--- config.mk ---
export PLATFORM = sky130hd
export DESIGN_NAME = csc_top
export DESIGN_NICKNAME = d
export VERILOG_FILES = /design/src/rtl/csc_pkg.sv /design/src/rtl/csc_sync.sv /design/src/rtl/csc_top.sv
export SDC_FILE = /design/constraint.sdc
export NUM_CORES = 1
export LEC_CHECK = 0
export BUFFER_PORTS_ARGS = -buffer_cell sky130_fd_sc_hd__clkbuf_2
export CELL_PAD_IN_SITES_DETAIL_PLACEMENT = 1
export CELL_PAD_IN_SITES_GLOBAL_PLACEMENT = 2
export CORE_MARGIN = 8
export CORE_UTILIZATION = 35
export CTS_BUF_LIST = sky130_fd_sc_hd__clkbuf_16
export CTS_CLUSTER_DIAMETER = 40
export DETAILED_ROUTE_END_ITERATION = 10
export PLACE_DENSITY = 0.73
export SLEW_MARGIN = 20
export SYNTH_ARGS = -nofsm -noshare
export SYNTH_HDL_FRONTEND = slang
export SYNTH_SLANG_ARGS = --single-unit
--- constraint.sdc ---
create_clock -name SYS_CLK -period 10.84 [get_ports SYS_CLK]
set_input_delay 0 -clock SYS_CLK [delete_from_list [all_inputs] [get_ports SYS_CLK]]
set_output_delay 0 -clock SYS_CLK [all_outputs]
set_load 0.01 [all_outputs]
--- src/rtl/csc_pkg.sv ---
// Shared constants, register layouts and types of the chopper and current-scale block
package csc_pkg;

    // Clock period in ps, then timing counts in system clocks
    localparam int unsigned CLK_PERIOD_PS   = 32'h0000_61A8;
    localparam int unsigned STST_CYCLES_DEF = 32'h0010_0000;
    localparam int unsigned PD_UNIT_DEF     = 32'h0004_0000;
    localparam int unsigned HOLD_UNIT_DEF   = 32'h0004_0000;
    localparam int unsigned FD_UNIT_CYC     = 32'h0000_0020;
    localparam int unsigned SLOW_UNIT_CYC   = 32'h0000_0020;
    localparam int unsigned SLOW_BASE_CYC   = 32'h0000_0018;

    // Current arithmetic
    localparam logic [3:0] OFFSET_ZERO_CODE = 4'h3;
    localparam logic [8:0] GSCALE_FULL      = 9'h100;
    localparam logic [7:0] SINE_AMPL        = 8'hF8;

    // Register byte offsets
    localparam logic [7:0] ADDR_CTRL   = 8'h00;
    localparam logic [7:0] ADDR_CUR    = 8'h04;
    localparam logic [7:0] ADDR_PD     = 8'h08;
    localparam logic [7:0] ADDR_STATUS = 8'h0C;

    // Writable bits and reset values
    localparam logic [31:0] CTRL_WMASK = 32'h1F0F_FF0F;
    localparam logic [31:0] CUR_WMASK  = 32'h0F1F_1FFF;
    localparam logic [31:0] PD_WMASK   = 32'h0000_00FF;
    localparam logic [31:0] CTRL_RST   = 32'h0003_4401;
    localparam logic [31:0] CUR_RST    = 32'h0410_1F00;
    localparam logic [31:0] PD_RST     = 32'h0000_000A;

    localparam logic [1:0] RESP_OKAY   = 2'h0;
    localparam logic [1:0] RESP_SLVERR = 2'h2;

    typedef struct packed {
        logic [2:0] rsv3;
        logic [4:0] adapt_scale;
        logic [3:0] rsv2;
        logic [3:0] hyst_end_field;
        logic [3:0] fast_decay_time;
        logic [3:0] slow_decay_time;
        logic [3:0] rsv1;
        logic       adapt_en;
        logic       fullstep_active;
        logic       fd_cmp_disable;
        logic       chm;
    } csc_ctrl_t;

    typedef struct packed {
        logic [3:0] rsv3;
        logic [3:0] hold_ramp_step_delay;
        logic [2:0] rsv2;
        logic [4:0] hold_current_scale;
        logic [2:0] rsv1;
        logic [4:0] run_current_scale;
        logic [7:0] global_current_scaler;
    } csc_cur_t;

    typedef enum logic [1:0] {
        CH_IDLE = 2'b00,
        CH_ON   = 2'b01,
        CH_FAST = 2'b10,
        CH_SLOW = 2'b11
    } csc_chop_t;

    typedef struct packed {
        logic [20:0] rsv2;
        csc_chop_t   chop;
        logic        stst;
        logic [2:0]  rsv1;
        logic [4:0]  cs;
    } csc_stat_t;

endpackage : csc_pkg

--- src/rtl/csc_sync.sv ---
// Two-stage synchroniser for asynchronous pin inputs
`timescale 1ns/1ps
module csc_sync #(
    parameter int unsigned W = 1
) (
    // Clock and reset
    input  wire logic         clk,
    input  wire logic         rst_n,
    // Asynchronous input and synchronised output
    input  wire logic [W-1:0] d,
    output logic      [W-1:0] q
);
    logic [W-1:0] meta_q;

    // The first stage feeds only the second stage
    always_ff @(posedge clk or negedge rst_n) begin
        if (!rst_n) begin
            meta_q <= '0;
            q      <= '0;
        end else begin
            meta_q <= d;
            q      <= meta_q;
        end
    end
endmodule : csc_sync

--- src/rtl/csc_top.sv ---
// Constant off-time chopper and motor current scaling with AXI4-Lite registers
// Functional notes
// RULE_01: After each on phase apply fast decay of fixed programmed length.
// RULE_02: On phase ends when the target comparator reports current reached.
// RULE_03: Fullstep operation forces the constant off-time chopper regardless of mode.
// RULE_04: Fast decay time field: zero means slow decay only, else longer fast decay.
// RULE_05: Offset field adds code minus three to target current when mode is one.
// RULE_06: Comparator may end fast decay early unless the disable bit is set.
// RULE_07: Global scaler in 1/256 steps; zero means full scale 256.
// RULE_08: Keep a host-readable 5-bit current scale from run, hold and adaptive control.
// RULE_09: Target equals scaler/256 times sine/248 times (scale+1)/32.
// RULE_10: While running the scale is the run setting, factor (n+1)/32.
// RULE_11: Run setting caps the scale chosen by adaptive current control.
// RULE_12: At standstill the scale is the hold setting, same encoding.
// RULE_13: Entering standstill, scale drops one step per hold delay times 2^18 clocks.
// RULE_14: Hold delay zero jumps to hold; ramp starts after the power-down wait.
// RULE_15: Host should keep run scale between 16 and 31 for fine microsteps.
// RULE_16: Standstill flag rises 2^20 clocks after the last step pulse.
// RULE_17: Power-down wait: zero none, one minimal, each further step 2^18 clocks.
// RULE_18: Run or hold level is selected by the standstill flag.
// RULE_19: Ramp decrements by one until hold; a step restores run immediately.
//
// The placing of the registers and the AXI4-Lite slave port were chosen for this implementation.
`timescale 1ns/1ps
module csc_top
    import csc_pkg::*;
#(
    parameter int unsigned STST_CYCLES = STST_CYCLES_DEF,
    parameter int unsigned PD_UNIT     = PD_UNIT_DEF,
    parameter int unsigned HOLD_UNIT   = HOLD_UNIT_DEF
) (
    // Clock and reset
    input  wire logic        SYS_CLK,
    input  wire logic        NRST,
    // AXI4-Lite slave
    input  wire logic [7:0]  S_AXI_AWADDR,
    input  wire logic        S_AXI_AWVALID,
    output logic             S_AXI_AWREADY,
    input  wire logic [31:0] S_AXI_WDATA,
    input  wire logic [3:0]  S_AXI_WSTRB,
    input  wire logic        S_AXI_WVALID,
    output logic             S_AXI_WREADY,
    output logic [1:0]       S_AXI_BRESP,
    output logic             S_AXI_BVALID,
    input  wire logic        S_AXI_BREADY,
    input  wire logic [7:0]  S_AXI_ARADDR,
    input  wire logic        S_AXI_ARVALID,
    output logic             S_AXI_ARREADY,
    output logic [31:0]      S_AXI_RDATA,
    output logic [1:0]       S_AXI_RRESP,
    output logic             S_AXI_RVALID,
    input  wire logic        S_AXI_RREADY,
    // Pins: step pulse and chopper comparators
    input  wire logic        STEP,
    input  wire logic        CMP_TARGET,
    input  wire logic        CMP_NEG,
    // Sine table value from the sequencer, same clock
    input  wire logic [7:0]  SINE_VAL,
    // Bridge control and current outputs
    output logic             BRIDGE_ON,
    output logic             BRIDGE_FAST,
    output logic             BRIDGE_SLOW,
    output logic [22:0]      TARGET_CUR,
    output logic [4:0]       CUR_SCALE,
    output logic             STANDSTILL
);
    logic [31:0] ctrl_q, cur_q, pd_q;
    csc_ctrl_t   ctrl;
    csc_cur_t    cur;
    assign ctrl = csc_ctrl_t'(ctrl_q);
    assign cur  = csc_cur_t'(cur_q);

    // Pin synchronisation
    logic [2:0] pins_s;
    logic       step_s, cmp_on_s, cmp_neg_s, step_prev_q, step_edge;
    csc_sync #(.W(3)) u_sync (
        .clk   (SYS_CLK),
        .rst_n (NRST),
        .d     ({STEP, CMP_TARGET, CMP_NEG}),
        .q     (pins_s)
    );
    assign {step_s, cmp_on_s, cmp_neg_s} = pins_s;
    assign step_edge = step_s && !step_prev_q;

    // AXI4-Lite write path
    logic        aw_held_q, w_held_q, wr_fire, wr_hit;
    logic [7:0]  awaddr_q;
    logic [31:0] wdata_q;
    logic [3:0]  wstrb_q;
    logic [31:0] bytemask;
    assign wr_fire  = aw_held_q && w_held_q && !S_AXI_BVALID;
    assign wr_hit   = ({awaddr_q[7:2], 2'h0} == ADDR_CTRL) ||
                      ({awaddr_q[7:2], 2'h0} == ADDR_CUR) ||
                      ({awaddr_q[7:2], 2'h0} == ADDR_PD);
    assign bytemask = {{8{wstrb_q[3]}}, {8{wstrb_q[2]}}, {8{wstrb_q[1]}}, {8{wstrb_q[0]}}};

    function automatic logic [31:0] merge(input logic [31:0] old, input logic [31:0] nw,
                                          input logic [31:0] bm, input logic [31:0] wm);
        merge = ((old & ~bm) | (nw & bm)) & wm;
    endfunction : merge

    always_ff @(posedge SYS_CLK or negedge NRST) begin
        if (!NRST) begin
            aw_held_q     <= 1'b0;
            w_held_q      <= 1'b0;
            awaddr_q      <= 8'h00;
            wdata_q       <= 32'h0000_0000;
            wstrb_q       <= 4'h0;
            S_AXI_AWREADY <= 1'b1;
            S_AXI_WREADY  <= 1'b1;
            S_AXI_BVALID  <= 1'b0;
            S_AXI_BRESP   <= RESP_OKAY;
        end else begin
            if (S_AXI_AWVALID && S_AXI_AWREADY) begin
                aw_held_q     <= 1'b1;
                awaddr_q      <= S_AXI_AWADDR;
                S_AXI_AWREADY <= 1'b0;
            end
            if (S_AXI_WVALID && S_AXI_WREADY) begin
                w_held_q     <= 1'b1;
                wdata_q      <= S_AXI_WDATA;
                wstrb_q      <= S_AXI_WSTRB;
                S_AXI_WREADY <= 1'b0;
            end
            if (wr_fire) begin
                aw_held_q    <= 1'b0;
                w_held_q     <= 1'b0;
                S_AXI_BVALID <= 1'b1;
                S_AXI_BRESP  <= wr_hit ? RESP_OKAY : RESP_SLVERR;
            end
            // Ready again only once the response is taken: one write in flight
            if (S_AXI_BVALID && S_AXI_BREADY) begin
                S_AXI_BVALID  <= 1'b0;
                S_AXI_AWREADY <= 1'b1;
                S_AXI_WREADY  <= 1'b1;
            end
        end
    end

    always_ff @(posedge SYS_CLK or negedge NRST) begin
        if (!NRST) begin
            ctrl_q <= CTRL_RST;
            cur_q  <= CUR_RST;
            pd_q   <= PD_RST;
        end else if (wr_fire) begin
            case ({awaddr_q[7:2], 2'h0})
                ADDR_CTRL: ctrl_q <= merge(ctrl_q, wdata_q, bytemask, CTRL_WMASK);
                ADDR_CUR:  cur_q  <= merge(cur_q, wdata_q, bytemask, CUR_WMASK);
                ADDR_PD:   pd_q   <= merge(pd_q, wdata_q, bytemask, PD_WMASK);
                default:   ;
            endcase
        end
    end

    // AXI4-Lite read path
    csc_chop_t   state_q, state_d;
    logic        stst_q;
    logic [4:0]  cs_q;
    csc_stat_t   stat;
    logic [31:0] rd_word;
    logic        rd_hit;
    always_comb begin
        stat      = '0;
        stat.cs   = cs_q;  // RULE_08
        stat.stst = stst_q;
        stat.chop = state_q;
        rd_hit    = 1'b1;
        case ({S_AXI_ARADDR[7:2], 2'h0})
            ADDR_CTRL:   rd_word = ctrl_q;
            ADDR_CUR:    rd_word = cur_q;
            ADDR_PD:     rd_word = pd_q;
            ADDR_STATUS: rd_word = stat;
            default: begin
                rd_word = 32'h0000_0000;
                rd_hit  = 1'b0;
            end
        endcase
    end

    always_ff @(posedge SYS_CLK or negedge NRST) begin
        if (!NRST) begin
            S_AXI_ARREADY <= 1'b1;
            S_AXI_RVALID  <= 1'b0;
            S_AXI_RDATA   <= 32'h0000_0000;
            S_AXI_RRESP   <= RESP_OKAY;
        end else if (S_AXI_ARVALID && S_AXI_ARREADY) begin
            S_AXI_ARREADY <= 1'b0;
            S_AXI_RVALID  <= 1'b1;
            S_AXI_RDATA   <= rd_word;
            S_AXI_RRESP   <= rd_hit ? RESP_OKAY : RESP_SLVERR;
        end else if (S_AXI_RVALID && S_AXI_RREADY) begin
            S_AXI_RVALID  <= 1'b0;
            S_AXI_ARREADY <= 1'b1;
        end
    end

    // Constant off-time chopper
    logic       chop_en, tmr_clr;
    logic [9:0] tmr_q, fast_len, slow_len;
    assign chop_en  = ctrl.chm || ctrl.fullstep_active;  // RULE_03
    assign fast_len = 10'(ctrl.fast_decay_time * FD_UNIT_CYC);  // RULE_04
    assign slow_len = 10'(ctrl.slow_decay_time * SLOW_UNIT_CYC + SLOW_BASE_CYC);

    always_comb begin
        state_d = state_q;
        case (state_q)
            CH_IDLE: state_d = CH_ON;
            CH_ON: if (cmp_on_s) begin  // RULE_02
                state_d = (ctrl.fast_decay_time == 4'h0) ? CH_SLOW : CH_FAST;  // RULE_04
            end
            CH_FAST: if (tmr_q == fast_len - 10'h001 ||  // RULE_01
                         (!ctrl.fd_cmp_disable && cmp_neg_s)) begin  // RULE_06
                state_d = CH_SLOW;
            end
            CH_SLOW: if (tmr_q == slow_len - 10'h001) begin
                state_d = CH_ON;
            end
            default: state_d = CH_IDLE;
        endcase
        // The other chopper mode lives elsewhere; this one idles without it
        if (!chop_en) begin
            state_d = CH_IDLE;
        end
    end
    assign tmr_clr = (state_d != state_q);

    always_ff @(posedge SYS_CLK or negedge NRST) begin
        if (!NRST) begin
            state_q     <= CH_IDLE;
            tmr_q       <= 10'h000;
            BRIDGE_ON   <= 1'b0;
            BRIDGE_FAST <= 1'b0;
            BRIDGE_SLOW <= 1'b0;
        end else begin
            state_q     <= state_d;
            tmr_q       <= tmr_clr ? 10'h000 : tmr_q + 10'h001;
            BRIDGE_ON   <= (state_d == CH_ON);
            BRIDGE_FAST <= (state_d == CH_FAST);
            BRIDGE_SLOW <= (state_d == CH_SLOW);
        end
    end

    // Commanded current
    logic [8:0]  gs_eff;
    logic [9:0]  sine_sum;
    logic [7:0]  sine_adj;
    logic [22:0] target_d;
    assign gs_eff = (cur.global_current_scaler == 8'h00) ? GSCALE_FULL :  // RULE_07
                    {1'b0, cur.global_current_scaler};
    always_comb begin
        sine_sum = {2'h0, SINE_VAL};
        if (ctrl.chm) begin  // RULE_05
            sine_sum = {2'h0, SINE_VAL} + {6'h00, ctrl.hyst_end_field} -
                       {6'h00, OFFSET_ZERO_CODE};
        end
        // Clamp: a negative offset near zero must not wrap to full current
        if (sine_sum[9]) begin
            sine_adj = 8'h00;
        end else if (sine_sum[8]) begin
            sine_adj = 8'hFF;
        end else begin
            sine_adj = sine_sum[7:0];
        end
        target_d = 23'(sine_adj * gs_eff * ({1'b0, cs_q} + 6'h01));  // RULE_09
    end

    // Standstill detection
    logic [31:0] idle_cnt_q, pd_cnt_q, pd_len, ramp_cnt_q, ramp_len;
    logic        pd_done_q;
    always_ff @(posedge SYS_CLK or negedge NRST) begin
        if (!NRST) begin
            step_prev_q <= 1'b0;
            idle_cnt_q  <= 32'h0000_0000;
            stst_q      <= 1'b0;
        end else begin
            step_prev_q <= step_s;
            if (step_edge) begin
                idle_cnt_q <= 32'h0000_0000;
            end else if (!stst_q) begin
                idle_cnt_q <= idle_cnt_q + 32'h0000_0001;
            end
            stst_q <= !step_edge && (stst_q || idle_cnt_q == STST_CYCLES - 1);  // RULE_16
        end
    end

    // Power-down wait, then run-to-hold ramp
    assign pd_len   = (pd_q[7:0] == 8'h00) ? 32'h0000_0000 :  // RULE_17
                      32'({24'h000000, pd_q[7:0] - 8'h01} * PD_UNIT + 1);
    assign ramp_len = 32'({28'h0000000, cur.hold_ramp_step_delay} * HOLD_UNIT);

    logic [4:0] run_eff;
    assign run_eff = (ctrl.adapt_en && ctrl.adapt_scale < cur.run_current_scale) ?  // RULE_11
                     ctrl.adapt_scale : cur.run_current_scale;

    always_ff @(posedge SYS_CLK or negedge NRST) begin
        if (!NRST) begin
            pd_cnt_q   <= 32'h0000_0000;
            pd_done_q  <= 1'b0;
            ramp_cnt_q <= 32'h0000_0000;
            cs_q       <= 5'h00;
        end else if (step_edge || !stst_q) begin  // RULE_18
            pd_cnt_q   <= 32'h0000_0000;
            pd_done_q  <= 1'b0;
            ramp_cnt_q <= 32'h0000_0000;
            cs_q       <= run_eff;  // RULE_10 RULE_19
        end else if (!pd_done_q) begin
            pd_cnt_q  <= pd_cnt_q + 32'h0000_0001;
            pd_done_q <= (pd_cnt_q + 32'h0000_0001 >= pd_len);  // RULE_14
        end else if (cur.hold_ramp_step_delay == 4'h0 || cs_q <= cur.hold_current_scale) begin
            cs_q <= cur.hold_current_scale;  // RULE_12 RULE_14
        end else if (ramp_cnt_q == ramp_len - 1) begin
            ramp_cnt_q <= 32'h0000_0000;
            cs_q       <= cs_q - 5'h01;  // RULE_13 RULE_19
        end else begin
            ramp_cnt_q <= ramp_cnt_q + 32'h0000_0001;
        end
    end

    always_ff @(posedge SYS_CLK or negedge NRST) begin
        if (!NRST) begin
            TARGET_CUR <= 23'h000000;
            CUR_SCALE  <= 5'h00;
            STANDSTILL <= 1'b0;
        end else begin
            TARGET_CUR <= target_d;
            CUR_SCALE  <= cs_q;
            STANDSTILL <= stst_q;
        end
    end

    // Checks
    logic [9:0] phase_cnt_q;
    always_ff @(posedge SYS_CLK or negedge NRST) begin
        if (!NRST) begin
            phase_cnt_q <= 10'h000;
        end else begin
            phase_cnt_q <= tmr_clr ? 10'h001 : phase_cnt_q + 10'h001;
        end
    end
endmodule : csc_top

==> impl_summary.md, run 1 <==
Global routing
The overflow left after global routing is 0. In the global route stage, overall resource usage came out at 17.3%. The initial antenna violation count is 1.

The first global-routing pass estimated 89.1 mm of wire. Entering global routing, the biggest net connects 163 pins. The via count of the first global-routing pass is 16132.

Worst hold path
The worst hold path begins at S_AXI_ARADDR[6]. The capture endpoint of the worst hold path is S_AXI_RRESP[1]. The worst hold path was traced through 4 stages. In this run the worst hold path is classified as primary input to flip-flop.

Worst setup path
Along the worst path, the maximum fanout reaches 13. For the worst setup path, the data required time is 11.34 ns. The slowest stage of the critical path is the fa_1 cell. The setup path with the least slack is of type flip-flop to flip-flop. The worst reg-to-reg setup slack is 0.56 ns. The most frequent cell on the critical path is fa_1.

The type of element launching the critical path is a flip-flop. The worst reg-to-reg path cell count is 36. STA classifies the critical path endpoint as a flip-flop.

The reg-to-reg critical path endpoint is TARGET_CUR[21]. For this run, the slowest stage of the critical path takes 0.57 ns. The worst path arrival time is 10.77 ns.

Clocking
Counting the buffers created by CTS gives 51. The maximum buffer depth of the clock tree is 3. The cell at the root of the clock tree is clkbuf_16. TritonCTS built the clock tree. The clock transition at the register clock pins on the worst setup and hold paths after CTS is 0.06 ns. The total number of H-tree levels is 2.

Clock latency on the worst-skew pair, taken at its later pin, is 0.60 ns. The count of clock tree sinks is 276.

Cells and area
The share of post-route cells with drive strength above 1 is 16.9%. From synthesis to final layout, the design area changed by 19.0%. Counting the fill cells in the layout gives 6138. The final layout contains 2463 nets. Excluding fillers, the count of instances in the completed layout stands at 2926. The final design utilization is 41.9%. The cell area after layout is 22900 sq um.

Timing
The final period demand of the worst path is 10.28 ns. The achievable frequency is 97.3 MHz. Setup repair after global routing left no endpoint under its margin. The worst-margin pin slew is 1.13 ns. Headroom to the max-slew limit came out at 24.7%.

The final count of hold timing violations is 0. The post-route clock skew is 0.0281 ns. After layout, the worst path uses 94.8% of the clock period. The count of pins over their slew limit is 0.

The tightest hold path in the finished design has a slack of 0.0623 ns. Setup violations remaining at the end of the flow were counted as 0. For the final routed database, the setup TNS stands at 0 ns. After layout, the worst setup slack is 0.563 ns.

Detailed routing
The total DRC errors in the routed layout is 0. The first detailed-routing pass ran for 5 iterations. After the first detailed-routing iteration, the DRC count stood at 744. The routed layout has 14927 vias.

The final wirelength is 54.5 mm. Once detail routing completed, the nets flagged for antenna violations numbered 0. The via density per instance is 5.10.

The wire length per cell after detailed routing is 18.6 um.

Placement
Before CTS, the worst setup slack after placement is 0.186 ns. The post-detailed-placement half-perimeter wirelength is 40.5 mm. At the end of routability-driven placement, the weighted congestion stood at 0.779. In this run, placement finished with an instance count of 2778. The placed instances occupy a cell area of 20600 sq um. The number of port buffers is 124.

Pwr
The worst-case IR drop observed on VDD is 127 uV. The fraction of power consumed by sequential logic is 24.4%. The share of power burned in the clock network is 26.3%. Net switching is 42.9% of the power.

Summed over all cells, the static leakage comes to 10.4 nW. The net switching component of the power is 2.61 mW. Internal power comes to 3.47 mW.

For this design the ratio of total power to cell area is 265 nW/um^2. Combinational cells account for 49.2% of the total power. Overall power consumption after layout is estimated at 6.08 mW.

Logic synthesis
After synthesis the cells add up to 19300 sq um. The commonest register cell after synthesis is dfrtp_1. Synthesis handed over a netlist of 2012 instances. The number of different library cells used by synthesis comes to 80. In the synthesized netlist the async set-or-reset flop fraction comes to 100%. The sequential fraction of the synthesis area is 36.0%. Synthesis inferred 276 register bits. Among all cell types in the netlist, the one instantiated most often is dfrtp_1. After synthesis, the cell types taking the most area are dfrtp_1 (34%), fa_1 (11%), ha_1 (7.1%). The number of warnings issued by yosys is 0. The mean area per synthesized cell is 9.58 sq um. dfrtp_1 takes more of the synthesized area than any other cell. Counting flops with a built-in enable in the synthesized netlist gives 0. By count the netlist is led by dfrtp_1 (259), nand2_1 (218), nor2_1 (193), inv_1 (169), ha_1 (110). The fraction of post-synthesis cell area in the top cell type by area is 33.6%.

Floorplan
During I/O placement, the number of pins put on the boundary was 143. The initial core utilization is 35.2%. The area of the die is 62800 sq um.

The die is 251 um tall. In this run the core area contains 86 standard-cell rows. The area inside the core boundary is 54800 sq um. The floorplan step set the die width to 251 um.

Job
The tool flagged a number of max-cap violations equal to 0.

Status
The run finished with clean final reports.
==> metal layers <==
layer | share of wire (%) | vias up | GRT usage [%]
met5 | 0 | - | 0
met4 | 1.9 | 0 | 4.06
met3 | 3.0 | 68 | 2.72
met2 | 47 | 188 | 28.4
met1 | 48 | 7509 | 23.7
li1 | - | 7162 | -
==> critical path, delay by kind of cell, from the launching register on <==
family,cells,cell delay [ns]
AND/OR/NAND/NOR,5,0.94
buffers and inverters,6,0.44
XOR/XNOR,1,0.13
AO/OA/AOI/OAI,13,3.36
adder cells (fa/ha/maj),11,4.90
flip-flops,1,0.39
==> layout make-up <==
cell class	instances	area, sq um	area share (%)
multi-input cells	1487	11400	49.9
inverters	169	634	2.77
flip-flops and latches	276	6930	30.2
well taps	704	881	3.84
diodes	1	2.50	0.0109
clock inverters	44	478	2.08
repair buffers	194	1290	5.63
clock buffers	51	1280	5.57
==> power by group through the flow <==
stage	combinational, mW	clock [mW]	sequential (mW)
2_1_floorplan	2.22	0	1.41
3_5_place_dp	2.97	0	1.50
5_1_grt	3.41	1.68	1.52
3_3_place_gp	2.87	0	1.49
4_1_cts	3.02	1.64	1.49
6_report	2.99	1.60	1.49
==> how the worst max path moves through the flow <==
stage                     slack (ns)  depth (start not counted)             end      start
after floorplan                 1.11                         37  TARGET_CUR[21]  flip-flop
after global routing            0.04                         37  TARGET_CUR[21]  flip-flop
final                           0.56                         36  TARGET_CUR[21]  flip-flop
after global placement          0.37                         34  TARGET_CUR[21]  flip-flop
after CTS                       0.15                         34  TARGET_CUR[21]  flip-flop
after detailed placement        0.19                         34  TARGET_CUR[21]  flip-flop
==> cells by family after synthesis <==
| group | Yosys count | synth area share [%] |
|---|---|---|
| xor+xnor | 151 | 6.86 |
| other cells | 1 | 0.0195 |
| mux | 109 | 6.39 |
| flops | 276 | 36.0 |
| fa+ha+maj | 214 | 18.0 |
| buf+inv | 256 | 5.21 |
| simple gates | 734 | 18.2 |
| compound gates | 271 | 9.40 |
==> cells in the final DEF, fill, tap and decap left out, drive strengths merged, types with 6 or more instances in the layout <==
cell,Yosys,final
clkinv,0,18
buf,21,22
nor2b,26,26
o31ai,9,9
conb,1,8
nand2,218,218
dlygate4sd3,0,49
nand4,30,30
or3,24,24
xor2,76,76
a211oi,11,11
o21bai,8,8
a31oi,26,26
mux2i,15,15
and3,27,27
inv,169,186
o21ai,65,65
a22oi,18,18
and2,30,30
a21oi,59,59
or2,6,6
ha,110,110
clkbuf,66,174
fa,104,104
and4,8,8
nand3,70,70
nor2,193,193
nor3,44,44
dfrtp,259,259
nor4,20,20
xnor2,75,75
a21o,22,22
nand2b,19,19
mux2,92,92
dfstp,17,17
==> what timing repair did <==
| item | in CTS | in global routing |
|---|---|---|
| hold buffers | 49 | 0 |
| setup buffers | 0 | 3 |
| gates resized for setup | 0 | 11 |
| endpoints found under the setup margin | 0 | 8 |
| hold endpoints to repair | 160 | 0 |
(Power assumes the default switching activity.)
==> run 2: changes to the inputs <==
Settings changed: HOLD_SLACK_MARGIN set to 0.1, REMOVE_ABC_BUFFERS set to 1.
==> run 2 against run 1 <==
- power is 3.2% higher
- cell count is 0.65% higher
- cell area is 1.2% higher
- core utilization is 0.52 points higher
- hold slack better by 0.10 ns
- fmax is 0.89% higher
- count of clock-buffer cells in the layout is 6 higher
- wire length is 2.6% higher
- worst setup slack better by 0.091 ns
- critical endpoint unchanged
- largest cell class unchanged
==> impl_summary.md, run 2 (synthesis results as in run 1) <==
Clocking
The count of clock tree sinks is 276 (unchanged). The cell at the root of the clock tree is clkbuf_16. The total CTS buffers is 56 (+9.8%). TritonCTS built the clock tree. The maximum buffer depth of the clock tree was 3 (unchanged). The latest clock arrival within the worst-skew pair is 0.59 ns (about the same). The clock transition at the register clock pins on the worst setup and hold paths after CTS is 0.05 ns (about the same). The total number of H-tree levels came to 2 (unchanged).

Placement
The post-detailed-placement half-perimeter wirelength was 40.7 mm (+0.63%). The standard cell area after detailed placement was 20600 sq um (about the same). The number of port buffers is 124 (unchanged). The placer's final routability congestion estimate is 0.823 (+5.7%).

Timing
The total negative slack is 0 ns (unchanged). The ratio of final minimum period to clock period is 94.0% (-0.84 points). The final count of hold timing violations is 0 (unchanged).

The worst-margin pin slew is 1.05 ns (-0.0799 ns). The post-route clock skew is 0.0128 ns (-0.0154 ns). The number of endpoints failing setup at the final stage came to 0 (unchanged).

The achievable frequency was 98.2 MHz (+0.89%). The tightest slew margin relative to the limit is 30.1% (+5.3 points). The count of pins over their slew limit is 0 (unchanged). Setup repair after global routing left no endpoint under its margin. The final period demand of the worst path was 10.19 ns (-0.0907 ns).

Global routing
The wire length of the first global-routing pass is 92.3 mm (+3.5%). The via count of the first global-routing pass is 16813 (+4.2%). The maximum number of pins on one net before global-route repair was 79 (-52%).

The initial antenna violation count came to 2 (+1). The overflow left after global routing is 0 (unchanged). The overall track demand over capacity in global routing was 18.0% (+0.66 points).

Pwr
The net switching component of the power is 2.66 mW (+1.8%). The leakage dissipation is 10.5 nW (+1.5%). The cell area power density is 270 nW/um^2 (+1.9%). The maximum VDD drop was 157 uV (+24%). The share of power burned in the clock network was 28.6% (+2.3 points). The internal power was 3.62 mW (+4.3%). The fraction of power spent switching nets was 42.3% (-0.61 points). The fraction of power consumed by sequential logic is 23.7% (-0.7 points). The share of power burned in combinational logic was 47.8% (-1.4 points).

Detailed routing
The total DRC errors in the routed layout is 0 (unchanged). The final wirelength is 55.9 mm (+2.6%). The number of violations reported at the end of detailed-routing iteration 0 is 796 (+7.0%). The via density per instance was 5.20 (+2.0%). The number of vias after detailed routing is 15323 (+2.7%). The wire length per cell after detailed routing is 19.0 um (+1.9%). The first-pass iteration count of the detailed router is 5 (unchanged). The post-detailed-route count of antenna-violating nets is 0 (unchanged).

Floorplan
The row count was 86 (unchanged). The area of the die was 62800 sq um (unchanged). The initial core utilization is 35.2% (unchanged). The top-level I/O count is 143 (unchanged).

The area inside the core boundary is 54800 sq um (unchanged). The die extent in x is 251 um (unchanged). The die span in y is 251 um (unchanged).

Worst setup path
The worst setup path is launched from a flip-flop. The worst path arrival time is 10.70 ns (-0.07 ns). The critical path in this run is classified as flip-flop to flip-flop. The largest fanout on the critical path is 9 (-4). The worst path required time is 11.35 ns (about the same). By instance count, the cell type seen most on the critical path is fa_1. The largest incremental delay on the critical path came to 0.55 ns (-0.02 ns). The sort of element at the end of the critical path is a flip-flop. The standard cell with the maximum stage delay on the critical path is fa_1.

Worst hold path
The classification of the worst-slack hold path is primary input to flip-flop.

Cells and area
The cell area after layout is 23200 sq um (+1.2%). The library cells used most frequently in the layout, excluding fill and tap cells, are dfrtp_1 (259), nand2_1 (217), nor2_1 (193), inv_1 (173), clkbuf_2 (123). The share of post-route cells with drive strength above 1 is 17.5% (+0.53 points). The number of fillers in the final layout is 6184 (+0.75%). The growth of design area from synthesis to finish is 20.5%. The library cell used most frequently in the layout, excluding fill and tap cells, is dfrtp_1. The layout net count came to 2477 (+0.57%).

Job
The max-cap check violation count is 0 (unchanged).

Status
The run finished with clean final reports.
-- run 2: final timing paths --
kind                       depth (start not counted)  slack [ns]        endpoint             start
max                                               36        0.65  TARGET_CUR[21]         flip-flop
min                                                3        0.17    S_AXI_RVALID      S_AXI_RREADY
max reg2reg                                       36        0.65  TARGET_CUR[21]         flip-flop
min reg2reg                                        0        0.36     u_sync.q[2]  u_sync.meta_q[2]
max in group asynchronous                          5        8.70  idle_cnt_q[10]              NRST
min in group asynchronous                          3        0.39      state_q[1]              NRST
-- run 2: final cells by class --
type                            count  area (sq um)  share of cell area, %
Clock buffer                       57          1430                   6.15
Inverter                          169           634                   2.73
Sequential cell                   276          6930                   29.8
Multi-Input combinational cell   1487         11400                   49.2
Timing Repair Buffer              203          1390                   5.97
Antenna cell                        1          2.50                 0.0108
Tap cell                          704           881                   3.79
Clock inverter                     48           538                   2.32
-- run 2: power by group through the flow --
stage               sequential, mW  combinational (mW)  clock (mW)
finish                        1.49                3.00        1.79
global route                  1.52                3.42        1.88
CTS                           1.49                3.02        1.84
detailed placement            1.50                2.98           0
global placement              1.50                2.91           0
floorplan                     1.42                2.18           0
-- run 2: routing by layer --
| layer | up-vias | part of all wire (%) | global-route usage, % |
|---|---|---|---|
| met5 | - | 0 | 0 |
| met4 | 0 | 2.3 | 5.77 |
| met3 | 85 | 3.5 | 3.01 |
| met2 | 206 | 49 | 30.1 |
| met1 | 7838 | 45 | 23.5 |
| li1 | 7194 | - | - |
-- run 2: stage by stage --
step | util [%] | worst slack, ns | hold slack [ns] | cells | total power, mW
after floorplan | - | 1.07 | -0.296 | 1932 | 3.60
after global placement | 37.6 | 0.604 | 0.0591 | 2780 | 4.40
after detailed placement | 37.6 | 0.414 | 0.0703 | 2780 | 4.48
after CTS | 42.2 | 0.372 | 0.134 | 2941 | 6.35
after global routing | 42.4 | 0.0647 | 0.160 | 2945 | 6.82
final | 42.4 | 0.654 | 0.165 | 2945 | 6.28
-- run 2: repair_timing --
| action | 4_1_cts | 5_1_grt |
|---|---|---|
| endpoints found under the hold margin | 161 | 0 |
| setup endpoints to repair | 0 | 5 |
| gates resized for setup | 0 | 9 |
| setup buffers | 0 | 3 |
| hold buffers | 56 | 0 |
-- run 2: worst max-delay path, delay by kind of cell, from the launching register on --
kind / cells / cell delay, ns
adder cells (fa/ha/maj): 12 / 5.36
buffers and inverters: 5 / 0.51
flip-flops: 1 / 0.54
AND/OR/NAND/NOR: 5 / 0.68
AO/OA/AOI/OAI: 13 / 2.87
XOR/XNOR: 1 / 0.14
